<file path="config.mk">
export PLATFORM = sky130hd
export DESIGN_NAME = sadc_frame_ctrl
export DESIGN_NICKNAME = d
export VERILOG_FILES = /design/src/sadc_pkg.sv /design/src/sadc_edge_det.sv /design/src/sadc_frame_ctrl.sv
export SDC_FILE = /design/constraint.sdc
export NUM_CORES = 1
export LEC_CHECK = 0
export BUFFER_PORTS_ARGS = -buffer_cell sky130_fd_sc_hd__buf_2
export CAP_MARGIN = 40
export CORE_MARGIN = 10
export CORE_UTILIZATION = 51
export DETAILED_ROUTE_END_ITERATION = 12
export PLACE_DENSITY = 0.8
export SLEW_MARGIN = 10
export SYNTH_ARGS = -nofsm -noshare
export SYNTH_HDL_FRONTEND = slang
export SYNTH_SLANG_ARGS = --single-unit
</file>
<file path="constraint.sdc">
create_clock -name clk -period 2.14 [get_ports clk]
set_input_delay 0.535 -clock clk [delete_from_list [all_inputs] [get_ports clk]]
set_output_delay 0.535 -clock clk [all_outputs]
set_load 0.1 [all_outputs]
</file>
<file path="src/sadc_pkg.sv">
// Shared constants and carrier types for the serial converter frame control.
// Assumes a single 20 MHz system clock; chip select and serial clock are sampled inputs.
package sadc_pkg;

  // ----------------------------------------------------------------
  // Result format
  // ----------------------------------------------------------------
  localparam int          RES_BITS                = 12;           // Result width
  localparam logic [11:0] negative_fullscale_code = 12'h800;      // Most negative code
  localparam logic [11:0] positive_fullscale_code = 12'h7ff;      // Most positive code
  localparam logic [11:0] midscale_code           = 12'h000;      // Zero to one step
  localparam logic [12:0] DIFF_MAX                = 13'h07ff;     // Clamp limit, positive
  localparam logic [12:0] DIFF_MIN                = 13'h1800;     // Clamp limit, negative

  // ----------------------------------------------------------------
  // Frame counts, in serial-clock falling edges
  // ----------------------------------------------------------------
  localparam logic [6:0] CONV_EDGES      = 7'h0f;   // 15 edges finish a conversion
  localparam logic [6:0] CAL_EDGES_FIRST = 7'h18;   // 24 edges: power-up calibration
  localparam logic [6:0] CAL_EDGES_NORM  = 7'h40;   // 64 edges: normal calibration
  localparam logic [6:0] CNT_MAX         = 7'h7f;   // Counter saturation

  // ----------------------------------------------------------------
  // Throughput figures
  // ----------------------------------------------------------------
  localparam int SAMPLE_RATE_KSPS = 3000;           // Up to 3 mega-samples per second
  localparam int CLK_RATE_KHZ     = 20000;          // System clock rate
  localparam int MIN_CYCLE_CLKS   = (CLK_RATE_KHZ + SAMPLE_RATE_KSPS - 1) / SAMPLE_RATE_KSPS;

  // ----------------------------------------------------------------
  // Types
  // ----------------------------------------------------------------
  typedef enum logic [1:0] {
    acquire_state,
    convert_state,
    offset_cal_state
  } sadc_state_e;

  typedef struct packed {
    logic [RES_BITS-1:0] pos_analog_input;          // Digitised positive-input sample
    logic [RES_BITS-1:0] neg_analog_input;          // Digitised negative-input sample
  } sadc_sample_s;

  typedef struct packed {
    logic sdoOut;                                   // Serial data level
    logic sdoOen;                                   // Low while driven
  } sadc_sdo_s;

endpackage

</file>
<file path="src/sadc_edge_det.sv">
// Edge detector for one sampled input: registered copy plus rise and fall pulses.
// Assumes the input is already synchronous to clk.
module sadc_edge_det (
  input  wire logic clk,
  input  wire logic resetn,
  input  wire logic sig,
  input  wire logic initVal,
  output      logic level,
  output      logic rise,
  output      logic fall
);

  logic sigPrev_q;                                  // Last sampled level

  // --------------------------------------------------------------
  // Previous-level register
  // --------------------------------------------------------------
  // Reset value is a constant 1; initVal is masked to zero at the use site and has no effect
  always_ff @(posedge clk or negedge resetn) begin
    if (!resetn) begin
      sigPrev_q <= 1'b1;
    end else begin
      sigPrev_q <= sig;
    end
  end

  assign level = sigPrev_q | (initVal & 1'b0);
  assign rise  = sig & ~sigPrev_q;
  assign fall  = ~sig & sigPrev_q;

endmodule

</file>
<file path="src/sadc_frame_ctrl.sv">
// Frame control and serial output of a 12-bit differential successive-approximation converter.
// Assumes chip select and serial clock come from the host, sampled on clk; both idle high.
//
// How it works
// - Chip-select fall captures the input sample
// - Serial clock drives conversion and output shift
// - Reset leaves the block in acquire
// - Frame runs from select fall to rise
// - Data output released while select is high
// - Twelve-bit results at up to 3 MSPS
// - Two's complement codes, saturating at limits
// - Only acquire, convert and calibrate states
// - Code is positive minus negative sample
// - Under 15 edges gives invalid next result
// - Leading zero, MSB first, then zeros
// - Calibrate on 24 first or 64 edges
// - First frame after power-up outputs zeros
module sadc_frame_ctrl (
  input  wire logic                  clk,
  input  wire logic                  resetn,
  input  wire logic                  csN,
  input  wire logic                  sclk,
  input  wire sadc_pkg::sadc_sample_s sampleIn,
  output      sadc_pkg::sadc_sdo_s   sdo,
  output      sadc_pkg::sadc_state_e state,
  output      logic                  calDone,
  output      logic                  resultValid
);

  // ----------------------------------------------------------------
  // Declarations
  // ----------------------------------------------------------------
  logic                     csLevel;                // Previous chip-select level
  logic                     csRise;                 // Frame end pulse
  logic                     csFall;                 // Frame start pulse
  logic                     sclkLevel;              // Previous serial-clock level
  logic                     sclkRise;               // Launch edge pulse
  logic                     sclkFall;               // Capture edge pulse
  sadc_pkg::sadc_state_e    state_q;                // Operating state
  sadc_pkg::sadc_sample_s   held_q;                 // Sample held since select fall
  logic [6:0]               edgeCnt_q;              // Falling edges in this frame
  logic [11:0]              result_q;               // Latest completed conversion
  logic                     resValid_q;             // Latest result is trustworthy
  logic                     firstFrame_q;           // No frame started since reset
  logic                     inFirst_q;              // Current frame is the first
  logic [11:0]              shift_q;                // Output shifter
  logic [3:0]               bitsLeft_q;             // Result bits still to launch
  logic                     sdoOut_q;               // Data level register
  logic                     sdoOen_q;               // Enable register, low drives
  logic                     calDone_q;              // Some calibration completed
  logic [12:0]              diff;                   // Signed difference, one guard bit
  logic [11:0]              code;                   // Saturated code

  // ----------------------------------------------------------------
  // Input edge detection
  // ----------------------------------------------------------------
  sadc_edge_det uCsEdge (
    .clk     (clk),
    .resetn  (resetn),
    .sig     (csN),
    .initVal (1'b1),
    .level   (csLevel),
    .rise    (csRise),
    .fall    (csFall)
  );

  sadc_edge_det uSclkEdge (
    .clk     (clk),
    .resetn  (resetn),
    .sig     (sclk),
    .initVal (1'b1),
    .level   (sclkLevel),
    .rise    (sclkRise),
    .fall    (sclkFall)
  );

  // ----------------------------------------------------------------
  // Transfer function
  // ----------------------------------------------------------------
  // Difference of the two held samples, clamped to the code range
  always_comb begin
    diff = {held_q.pos_analog_input[11], held_q.pos_analog_input}
         - {held_q.neg_analog_input[11], held_q.neg_analog_input};
    if (!diff[12] && (diff > sadc_pkg::DIFF_MAX)) begin
      code = sadc_pkg::positive_fullscale_code;
    end else if (diff[12] && (diff < sadc_pkg::DIFF_MIN)) begin
      code = sadc_pkg::negative_fullscale_code;
    end else begin
      code = diff[11:0];
    end
  end

  // ----------------------------------------------------------------
  // Sample capture
  // ----------------------------------------------------------------
  // Sample is frozen at the frame start, so later input motion is ignored
  always_ff @(posedge clk or negedge resetn) begin
    if (!resetn) begin
      held_q <= '0;
    end else if (csFall && state_q == sadc_pkg::acquire_state) begin
      held_q <= sampleIn;
    end
  end

  // ----------------------------------------------------------------
  // Falling-edge counter
  // ----------------------------------------------------------------
  // Saturates so very long frames do not wrap into a false target
  always_ff @(posedge clk or negedge resetn) begin
    if (!resetn) begin
      edgeCnt_q <= '0;
    end else if (csFall) begin
      edgeCnt_q <= '0;
    end else if (!csN && sclkFall && edgeCnt_q != sadc_pkg::CNT_MAX) begin
      edgeCnt_q <= edgeCnt_q + 7'h01;
    end
  end

  // ----------------------------------------------------------------
  // State machine
  // ----------------------------------------------------------------
  // Only select and serial-clock activity move the state
  always_ff @(posedge clk or negedge resetn) begin
    if (!resetn) begin
      state_q <= sadc_pkg::acquire_state;
    end else begin
      case (state_q)
        sadc_pkg::acquire_state: begin
          if (csFall) begin
            state_q <= sadc_pkg::convert_state;
          end else if (!csN && sclkFall && edgeCnt_q == sadc_pkg::CONV_EDGES) begin
            // A 16th fall after the conversion asks for a normal calibration
            state_q <= sadc_pkg::offset_cal_state;
          end
        end
        sadc_pkg::convert_state: begin
          if (csRise) begin
            state_q <= sadc_pkg::acquire_state;
          end else if (inFirst_q && edgeCnt_q == sadc_pkg::CONV_EDGES) begin
            state_q <= sadc_pkg::offset_cal_state;
          end else if (sclkFall && edgeCnt_q == sadc_pkg::CONV_EDGES) begin
            state_q <= sadc_pkg::offset_cal_state;
          end else if (edgeCnt_q == sadc_pkg::CONV_EDGES && sclkRise) begin
            state_q <= sadc_pkg::acquire_state;
          end
        end
        sadc_pkg::offset_cal_state: begin
          if (csRise) begin
            state_q <= sadc_pkg::acquire_state;
          end else if (inFirst_q && edgeCnt_q == sadc_pkg::CAL_EDGES_FIRST) begin
            state_q <= sadc_pkg::acquire_state;
          end else if (edgeCnt_q == sadc_pkg::CAL_EDGES_NORM) begin
            state_q <= sadc_pkg::acquire_state;
          end
        end
        default: begin
          state_q <= sadc_pkg::acquire_state;
        end
      endcase
    end
  end

  // ----------------------------------------------------------------
  // Conversion result and validity
  // ----------------------------------------------------------------
  // A short frame leaves a result flagged invalid for the next frame
  always_ff @(posedge clk or negedge resetn) begin
    if (!resetn) begin
      result_q   <= sadc_pkg::midscale_code;
      resValid_q <= 1'b0;
    end else if (state_q == sadc_pkg::convert_state && sclkFall
                 && edgeCnt_q == sadc_pkg::CONV_EDGES - 7'h01) begin
      result_q   <= code;
      resValid_q <= 1'b1;
    end else if (csRise && state_q == sadc_pkg::convert_state
                 && edgeCnt_q < sadc_pkg::CONV_EDGES) begin
      resValid_q <= 1'b0;
    end
  end

  // ----------------------------------------------------------------
  // Power-up frame tracking and calibration status
  // ----------------------------------------------------------------
  always_ff @(posedge clk or negedge resetn) begin
    if (!resetn) begin
      firstFrame_q <= 1'b1;
      inFirst_q    <= 1'b0;
      calDone_q    <= 1'b0;
    end else begin
      if (csFall) begin
        inFirst_q    <= firstFrame_q;
        firstFrame_q <= 1'b0;
      end
      if (state_q == sadc_pkg::offset_cal_state && !csRise
          && ((inFirst_q && edgeCnt_q == sadc_pkg::CAL_EDGES_FIRST)
              || edgeCnt_q == sadc_pkg::CAL_EDGES_NORM)) begin
        calDone_q <= 1'b1;
      end
    end
  end

  // ----------------------------------------------------------------
  // Serial output
  // ----------------------------------------------------------------
  // Leading zero at select fall, then the previous result MSB first
  always_ff @(posedge clk or negedge resetn) begin
    if (!resetn) begin
      shift_q    <= '0;
      bitsLeft_q <= '0;
      sdoOut_q   <= 1'b0;
      sdoOen_q   <= 1'b1;
    end else if (csN) begin
      sdoOen_q   <= 1'b1;
      sdoOut_q   <= 1'b0;
      bitsLeft_q <= '0;
    end else if (csFall) begin
      shift_q    <= firstFrame_q ? 12'h000 : result_q;
      bitsLeft_q <= 4'hc;
      sdoOut_q   <= 1'b0;
      sdoOen_q   <= 1'b0;
    end else if (sclkRise && edgeCnt_q != 7'h00) begin
      if (bitsLeft_q != 4'h0) begin
        sdoOut_q   <= shift_q[11];
        shift_q    <= {shift_q[10:0], 1'b0};
        bitsLeft_q <= bitsLeft_q - 4'h1;
      end else begin
        sdoOut_q   <= 1'b0;
      end
    end
  end

  assign sdo.sdoOut  = sdoOut_q;
  assign sdo.sdoOen  = sdoOen_q;
  assign state       = state_q;
  assign calDone     = calDone_q;
  assign resultValid = resValid_q;

endmodule

</file>
# Word-level counts from Yosys, hierarchy flattened
# Index checks and enable logic that the tools add are counted.
# classes
add_sub_neg	3
magnitude_cmp	3
n_eq_ne	10
muxes	30
bitwise_logic	8
n_reduce_logical	34
# ops
operator	n
12-bit two-way mux	6
2-bit two-way mux	9
1-bit logical AND	17
4-bit two-way mux	4
7-bit by 4-bit == test with 1-bit output (second input constant)	2
7-bit two-way mux	2
13-bit by 11-bit greater-than comparator with 1-bit output (second input constant)	1
13-bit < comparator (second input constant)	1
12-bit by 12-bit subtractor with 13-bit output	1
2-bit nonzero test	5
1-bit two-way mux	8
7-bit by 1-bit adder with 7-bit output (second input constant)	1
7-bit by 5-bit == test with 1-bit output (second input constant)	1
7-bit == test (second input constant)	1
7-bit by 4-bit < comparator with 1-bit output (second input constant)	1
7-bit inequality test (second input constant)	1
7-bit nonzero test	1
2-bit case mux with 3 select lines	1
3-bit AND reduction	2
3-bit nonzero test	2
5-bit inequality test (second input constant)	1
1-bit AND	4
4-bit inequality test (second input constant)	1
1-bit NOT	4
9 further kinds	11
# totals
ff_bits	69
input_bits	28

# Depth between registers and ports, before layout
# Gate-level depths: netlist (run 1).
# logic_depth
ltp_word	8
depth_mapped	10
depth_no_buf	9

# Modules after synthesis
# Synthesis (run 1) repeated with hierarchy kept, for this count alone.
# hier_totals
hier_cells	377
area_unflattened_um2	3643.5
# by_module_without_submodules
module	instances	cells_per_inst	area_per_inst_um2
sadc_frame_ctrl	1	371	3560.9
sadc_edge_det	2	3	41.3

# Least setup slack after synthesis (run 1)
# Ideal clock, no wire load.
# synth_timing
path_type	register to register
from	register state_q[0] (netlist: state[0])
to	register result_q[0]
setup_ns	0.142
t_arrival_ns	2.211
path_slack_ns	-0.213
stages_incl_launch_ff	8
path_buffers	2
cell_sequence	dfrtp_1 > clkbuf_1 > nor3b_2 > and4_1 > buf_2 > inv_2 > a311oi_4 > a21oi_1
# synth_via
elab_chain_cells	3
# synth_rtl
element	line	rtl
from (decl)	sadc_frame_ctrl.sv:39	sadc_pkg::sadc_state_e state_q;
from (signal assigned)	sadc_frame_ctrl.sv:125	state_q <= sadc_pkg::acquire_state;
from (signal assigned)	sadc_frame_ctrl.sv:130	state_q <= sadc_pkg::convert_state;
from (signal assigned)	sadc_frame_ctrl.sv:133	state_q <= sadc_pkg::offset_cal_state;
2-bit by 1-bit == test with 1-bit output	sadc_frame_ctrl.sv:171	end else if (state_q == sadc_pkg::convert_state && sclkFall
1-bit logical AND	sadc_frame_ctrl.sv:171	
1-bit logical AND	sadc_frame_ctrl.sv:172	&& edgeCnt_q == sadc_pkg::CONV_EDGES - 7'h01) begin
to (signal assigned)	sadc_frame_ctrl.sv:169	result_q <= sadc_pkg::midscale_code;
to (signal assigned)	sadc_frame_ctrl.sv:173	result_q <= code;
to (decl)	sadc_frame_ctrl.sv:42	logic [11:0] result_q;
# Every way passes these cells.
# A chain may end at the register's enable or synchronous reset.

# Worst setup path after layout (run 1)
# layout_timing
from	register held_q[8] in the netlist's numbering
to	register result_q[2]
# layout_via
elab_chain_cells	5
# layout_rtl
element	line	rtl
from (decl)	sadc_frame_ctrl.sv:40	sadc_pkg::sadc_sample_s held_q;
from (signal assigned)	sadc_frame_ctrl.sv:101	held_q <= sampleIn;
12-bit by 12-bit subtractor with 13-bit output *	sadc_frame_ctrl.sv:83	- {held_q.neg_analog_input[11], held_q.neg_analog_input};
13-bit < comparator	sadc_frame_ctrl.sv:86	end else if (diff[12] && (diff < sadc_pkg::DIFF_MIN)) begin
1-bit logical AND	sadc_frame_ctrl.sv:86	
12-bit two-way mux	sadc_frame_ctrl.sv:86	
12-bit two-way mux *	sadc_frame_ctrl.sv:84	if (!diff[12] && (diff > sadc_pkg::DIFF_MAX)) begin
# Every way passes the cells marked *; elsewhere a longest branch is shown, timed or not.

==> metrics.txt, run 1 <==
failing checks=negative setup slack; crit path kind=flip-flop to flip-flop; post-synth top area share=between 40% and 50%; initial antenna violation count=0; register area share after synthesis=45.3%; vias per inst=~5.4; vias in the first global route=between 3,000 and 4,000; final antenna-violating net count=0; worst hold path type=input pin to async pin; WP data arrival=between 2000 and 2500 ps; CTS tree=yes; Worst VDD drop=1.08 mV; Net Count, Synth=452; via count=3,161; Synth cell types=52; hold buffers post-CTS=0; R2R cell count=9; MaxCap Viol Count=0; first-pass GRT wire length=approximately 15,000 microns; Die W=107 microns; Crit Path Max Fanout=5; nets=~520; gpl congestion=between 0.9 and 1; Avg Cell Area, Syn=between 9 and 10 sq um; GR Overflow Total=0; FMAX=463 MHz; Detailed Route Iter0 Violations=142; FF/Latch Area=about 0.0017 sq mm; placed cell area=0.00436 sq mm; Final Setup Violations=7; Tot Pwr=between 7 and 8 mW; CTS buffer count=9; # IOs=34; #FFs+latches synth=69; top_reg_cell synth=dfrtp_1; asr flop ratio synth=100%; Netlist Area Pre-Place=approximately 0.0038 sq mm; most frequent cells in the layout=dfrtp_1 (64), buf_4 (45), nor2_1 (39); power per cell area=1510 mW/mm^2; Max Buffers Root-to-Sink=2; Layout Skew=slightly below 10 ps; Slew Limit Fails=0; Yosys top cell by area=dfrtp_1; area of the multi-input gates=around 0.0021 sq mm; routed wire length=~8800 microns; FP Rows=31; RSZ-0062 raised after global routing=true; # diodes=0; worst path required time=approximately 2400 ps; Synth Warn #=0; Port Buf Inserts=33; crit end category=flip-flop; Initial Utilization=52.7%; fin area=0.00481 sq mm; H-tree Lvls=3; post-layout util=66.3%; Leak=2.15 nW; Die H=roughly 110 microns; r2r setup slk=-20 ps; fin crit period=between 2000 and 2500 ps; gr usage total=15.8%; actual slew at the worst max-slew pin=491 ps; fill count=544; Setup TNS=-78.3 ps; Post-DP HPWL=6010 microns; pin count of the biggest net entering global routing=70; Reg clk slew, reported paths=approximately 80 ps; worst-skew pair later-pin latency=about 340 ps; CTS sink cnt=between 60 and 70; wire length per cell=around 15 microns; R2R Path Start=held_q[8]$_DFFE_PN0P_; final hold vios=0; Slew headroom=67.5%; Final Cycle Share=101%; First-pass DRT Iterations=4; Setup WS post-layout=-18.5 ps; synthesis-to-finish area growth=25.8%; final hold slack=slightly below 200 ps; DRC viols=0; Post-Syn Instances=just over 400; Die ar.=roughly 0.011 sq mm; most common cell after layout, fill and taps aside=dfrtp_1; ranking of synthesized cells by area=dfrtp_1 (43%), ha_1 (5.2%), o21ai_0 (4.7%), nor2_1 (3.8%), nand2_1 (3.3%); Post-synth EDFFs=0; Core Area=around 0.0073 sq mm; Setup crit start=held_q[8]$_DFFE_PN0P_; outcome=complete, but fails checks; Clock Root Buffer=clkbuf_8; CP Launch Type=flip-flop; share of layout cells above drive strength 1=~34%
-- final cells by class --
cell class,instances,area share (%)
multi-input cells,292,43.8
flip-flops and latches,69,36.0
repair buffers,82,11.8
clock buffers,11,2.73
well taps,99,2.58
inverters,24,1.87
clock inverters,5,1.25
-- state kept, by name, indices dropped and copies added (netlist names), 2 cells and up --
register,flops
shift_q,12
edgeCnt_q,7
state,2
result_q,12
held_q,24
bitsLeft_q,4
-- stage by stage --
stage | std cells | setup slack, ps
2_1_floorplan | 407 | -52.3
3_3_place_gp | 558 | -56.4
3_5_place_dp | 558 | -143
4_1_cts | 580 | -53.4
5_1_grt | 582 | -93.9
6_report | 582 | -18.5
-- where the power goes --
group	total [mW]	internal (mW)	switching, mW
registers	1.79	1.56	0.231
logic	4.41	2.12	2.29
clock network	1.05	0.543	0.503
total	7.25	4.22	3.02
-- cells in the mapped netlist, types with 4 or more instances --
master and n:
dfstp_2 4, o31ai_1 4, o21ai_0 36, clkbuf_1 11
a21oi_1 22, nand2b_1 8, ha_1 16, nand3b_1 15
nor3_1 11, mux2i_1 12, nand4_1 8, buf_2 9
a31oi_1 5, xor2_1 6, or3_1 5, mux2_2 11
nor2_1 39, and3_1 4, dfrtp_1 65, nand2_1 34
inv_1 23, nand3_1 12
-- what timing repair did --
item,CTS,global route
gates cloned,1,0
endpoints found under the setup margin,11,11
resized for setup,30,16
pin swaps,10,10
setup buffers,5,2
hold endpoints to repair,0,0
-- layer usage --
layer,global-route usage [%],routed length [microns]
met1,20.9,4060
met2,24.9,4320
met3,4.13,354
met4,4.84,95
met5,0,0
-- cell families (layout without fill, tap and decap cells) --
logic type | after synthesis | count (layout) | share of synthesized area [%]
adder cells (fa/ha/maj) | 17 | 17 | 5.76
multiplexers | 23 | 23 | 6.38
AO/OA/AOI/OAI | 90 | 90 | 14.6
XOR/XNOR | 9 | 9 | 2.06
AND/OR/NAND/NOR | 153 | 153 | 20.9
buffers and inverters | 46 | 122 | 5.01
flip-flops | 69 | 69 | 45.3
-- worst max-delay path, stage by stage, from the launching register on --
cell and delay [ps]:
dfrtp_1 380, inv_2 80, ha_4 210, and3_4 170, and2_4 150, a311o_1 310
o21a_1 240, a311oi_4 260, buf_6 180, a21oi_2 50
-- worst paths after layout --
check | endpoint
min in group clk | uSclkEdge.level$_DFF_PN1_
setup reg to reg | result_q[2]$_DFFE_PN0P_
max in group asynchronous | uSclkEdge.level$_DFF_PN1_
hold reg to reg | calDone$_DFFE_PN0P_
setup / recovery | result_q[2]$_DFFE_PN0P_
hold / removal | state[1]$_DFFE_PN0P_
Power figures use the tool's default switching activity.
==> inputs of run 2 (changes only) <==
--- a/config.mk
+++ b/config.mk
@@ -6,4 +6,5 @@
 export NUM_CORES = 1
 export LEC_CHECK = 0
+export ABC_CLOCK_PERIOD_IN_PS = 2140
 export BUFFER_PORTS_ARGS = -buffer_cell sky130_fd_sc_hd__buf_2
 export CAP_MARGIN = 40
==> constraint.sdc (replaced) <==
create_clock -name clk -period 2.14 [get_ports clk]
set_input_delay 0.321 -clock clk [delete_from_list [all_inputs] [get_ports clk]]
set_output_delay 0.321 -clock clk [all_outputs]
set_load 0.1 [all_outputs]
==> run 2 against run 1 <==
The run still ends with negative setup slack left. Final cell count increased by 0.86%. Worst hold slack got worse by 120 ps. Critical path depth unchanged. Critical path type unchanged. Critical endpoint is now result_q[9]$_DFFE_PN0P_. Largest cell class unchanged. Highest routed layer unchanged.
==> metrics.txt, run 2 (same netlist as run 1, synthesis figures left out) <==
worst hold stages=1; gpl congestion=0.839 (-11%); CP cell instances=inv_2 -> ha_4 -> and3_4 -> and2_4 -> a311o_1 -> buf_4 -> or3_4 -> o211ai_1 -> o22ai_1; Die H=107 microns (unchanged); CTS sink cnt=69 (unchanged); fin cells=587 (+0.86%); Post-DP HPWL=5970 microns (-0.64%); slowest cell delay on critical path=400 ps (+20 ps); vias per inst=5.40 (-0.51%); # diodes=0 (unchanged); R2R Path Start=held_q[5]$_DFFE_PN0P_; crit path kind=flip-flop to flip-flop; Port Buf Inserts=33 (unchanged); Crit Path Max Fanout=11 (+6); reg2reg end=result_q[9]$_DFFE_PN0P_; actual slew at the worst max-slew pin=489 ps (-2.40 ps); wire length per cell=14.5 microns (-4.6%); placed instance count=562 (+0.72%); Worst VDD drop=1.05 mV (-3.0%); worst path bufs/invs=2 (unchanged); max reg flops=24 (unchanged); Reg clk slew, reported paths=90 ps (about the same); WP data arrival=2370 ps (-20 ps); Layout Skew=13.5 ps (+3.66 ps); Crit path max-delay family=simple AND/OR/NAND/NOR gates; # IOs=34 (unchanged); CTS tree=yes; pin count of the biggest net entering global routing=70 (unchanged); Die ar.=0.0114 sq mm (unchanged); power per cell area=1480 mW/mm^2 (-1.6%); worst path required time=2370 ps (about the same); via count=3,172 (+0.35%); HP Start=sclk; Max Buffers Root-to-Sink=2 (unchanged); CTS buffer count=9 (unchanged); share of layout cells above drive strength 1=32.8% (-1.2 points); worst-skew pair later-pin latency=350 ps (about the same); vias in the first global route=3,227 (+4.0%); Final Setup Violations=2 (-5); Setup WS post-layout=-1.33 ps (+17.2 ps); most common cell after layout, fill and taps aside=dfrtp_1; Leak=2.18 nW (+1.6%); Most flops, register=held_q; R2R cell count=9 (unchanged); RSZ-0062 raised after global routing=true; r2r setup slk=-1 ps (+20 ps); final antenna-violating net count=0 (unchanged); most frequent cells in the layout=dfrtp_1 (64), buf_4 (48), nor2_1 (39); fin crit period=2140 ps (-17.2 ps); FP Rows=31 (unchanged); First-pass DRT Iterations=4 (unchanged); DRC viols=0 (unchanged); Setup TNS=-2.22 ps (+76.1 ps); biggest regs=held_q (24), result_q (12), shift_q (12); final hold vios=0 (unchanged); CP Launch Type=flip-flop; GR Overflow Total=0 (unchanged); Core Area=0.00725 sq mm (unchanged); Worst Hold Endpoint=uSclkEdge.level$_DFF_PN1_; MaxCap Viol Count=0 (unchanged); failing checks=negative setup slack; routed wire length=8490 microns (-3.8%); CP max-delay cell=or3_4; Final Cycle Share=100% (-0.80 points); nets=528 (+0.96%); Slew Limit Fails=0 (unchanged); Clock Root Buffer=clkbuf_8; first-pass GRT wire length=14,800 microns (-1.4%); crit end category=flip-flop; gr usage total=15.5% (-0.29 points); Initial Utilization=52.7% (unchanged); outcome=complete, but fails checks; Die W=107 microns (unchanged); FMAX=467 MHz (+0.80%); Detailed Route Iter0 Violations=174 (+23%); synthesis-to-finish area growth=25.7% (about the same); H-tree Lvls=3 (unchanged); initial antenna violation count=0 (unchanged); worst hold path type=input pin to flip-flop; Slew headroom=67.6% (+0.16 points)
## run 2: repair_timing
action / in CTS / in global routing
gates resized for setup: 21 / 15
buffers inserted: 5 / 1
pin swaps: 5 / 7
endpoints found under the setup margin: 11 / 11
endpoints found under the hold margin: 19 / 0
hold buffers: 1 / 0
cloned: 1 / 1
## run 2: report_power, final
group	leakage [nW]	switching (mW)	internal, mW
Combinational	1.19	2.22	2.06
Clock	0.104	0.535	0.544
Sequential	0.893	0.204	1.56
## run 2: worst max-delay path by stage
stage | startpoint | to | depth (start not counted)
3_3_place_gp | held_q[5]$_DFFE_PN0P_ | result_q[9]$_DFFE_PN0P_ | 8
3_5_place_dp | held_q[20]$_DFFE_PN0P_ | result_q[9]$_DFFE_PN0P_ | 7
4_1_cts | held_q[8]$_DFFE_PN0P_ | result_q[3]$_DFFE_PN0P_ | 9
5_1_grt | held_q[5]$_DFFE_PN0P_ | result_q[7]$_DFFE_PN0P_ | 10
2_1_floorplan | held_q[19]$_DFFE_PN0P_ | result_q[1]$_DFFE_PN0P_ | 8
6_report | held_q[5]$_DFFE_PN0P_ | result_q[9]$_DFFE_PN0P_ | 9
## run 2: metal layers
layer | vias up | wire length (microns) | global-route usage, %
met4 | 0 | 195 | 7.06
met3 | 17 | 288 | 3.35
met2 | 59 | 3960 | 24.0
met5 | - | 0 | 0
li1 | 1590 | - | -
met1 | 1506 | 4040 | 20.4
## run 2: worst reg2reg max path, cell delays in order, from the launching register on
cell,delay [ps]
dfrtp_1,380
inv_2,80
ha_4,210
and3_4,180
and2_4,150
a311o_1,290
buf_4,150
or3_4,400
o211ai_1,110
o22ai_1,90
## run 2: layout make-up
| type | instances | area, sq um |
|---|---|---|
| Tap cell | 99 | 124 |
| Clock buffer | 9 | 124 |
| Fill cell | 570 | 2450 |
| Multi-Input combinational cell | 292 | 2060 |
| Clock inverter | 7 | 75.1 |
| Timing Repair Buffer | 87 | 597 |
| Inverter | 24 | 90.1 |
| Sequential cell | 69 | 1730 |
## run 2: metrics by stage
step / instance area, sq um / total power [mW] / hold WS (ps) / utilization, % / setup WS (ps)
floorplan: 3840 / 4.18 / 25.4 / - / -52.3
global placement: 4380 / 5.28 / 368 / 60.4 / -63.5
detailed placement: 4390 / 5.36 / 369 / 60.5 / -115
CTS: 4730 / 6.82 / 68.5 / 65.3 / -14.8
global route: 4810 / 7.63 / 63.8 / 66.3 / -136
finish: 4810 / 7.12 / 74.3 / 66.3 / -1.33
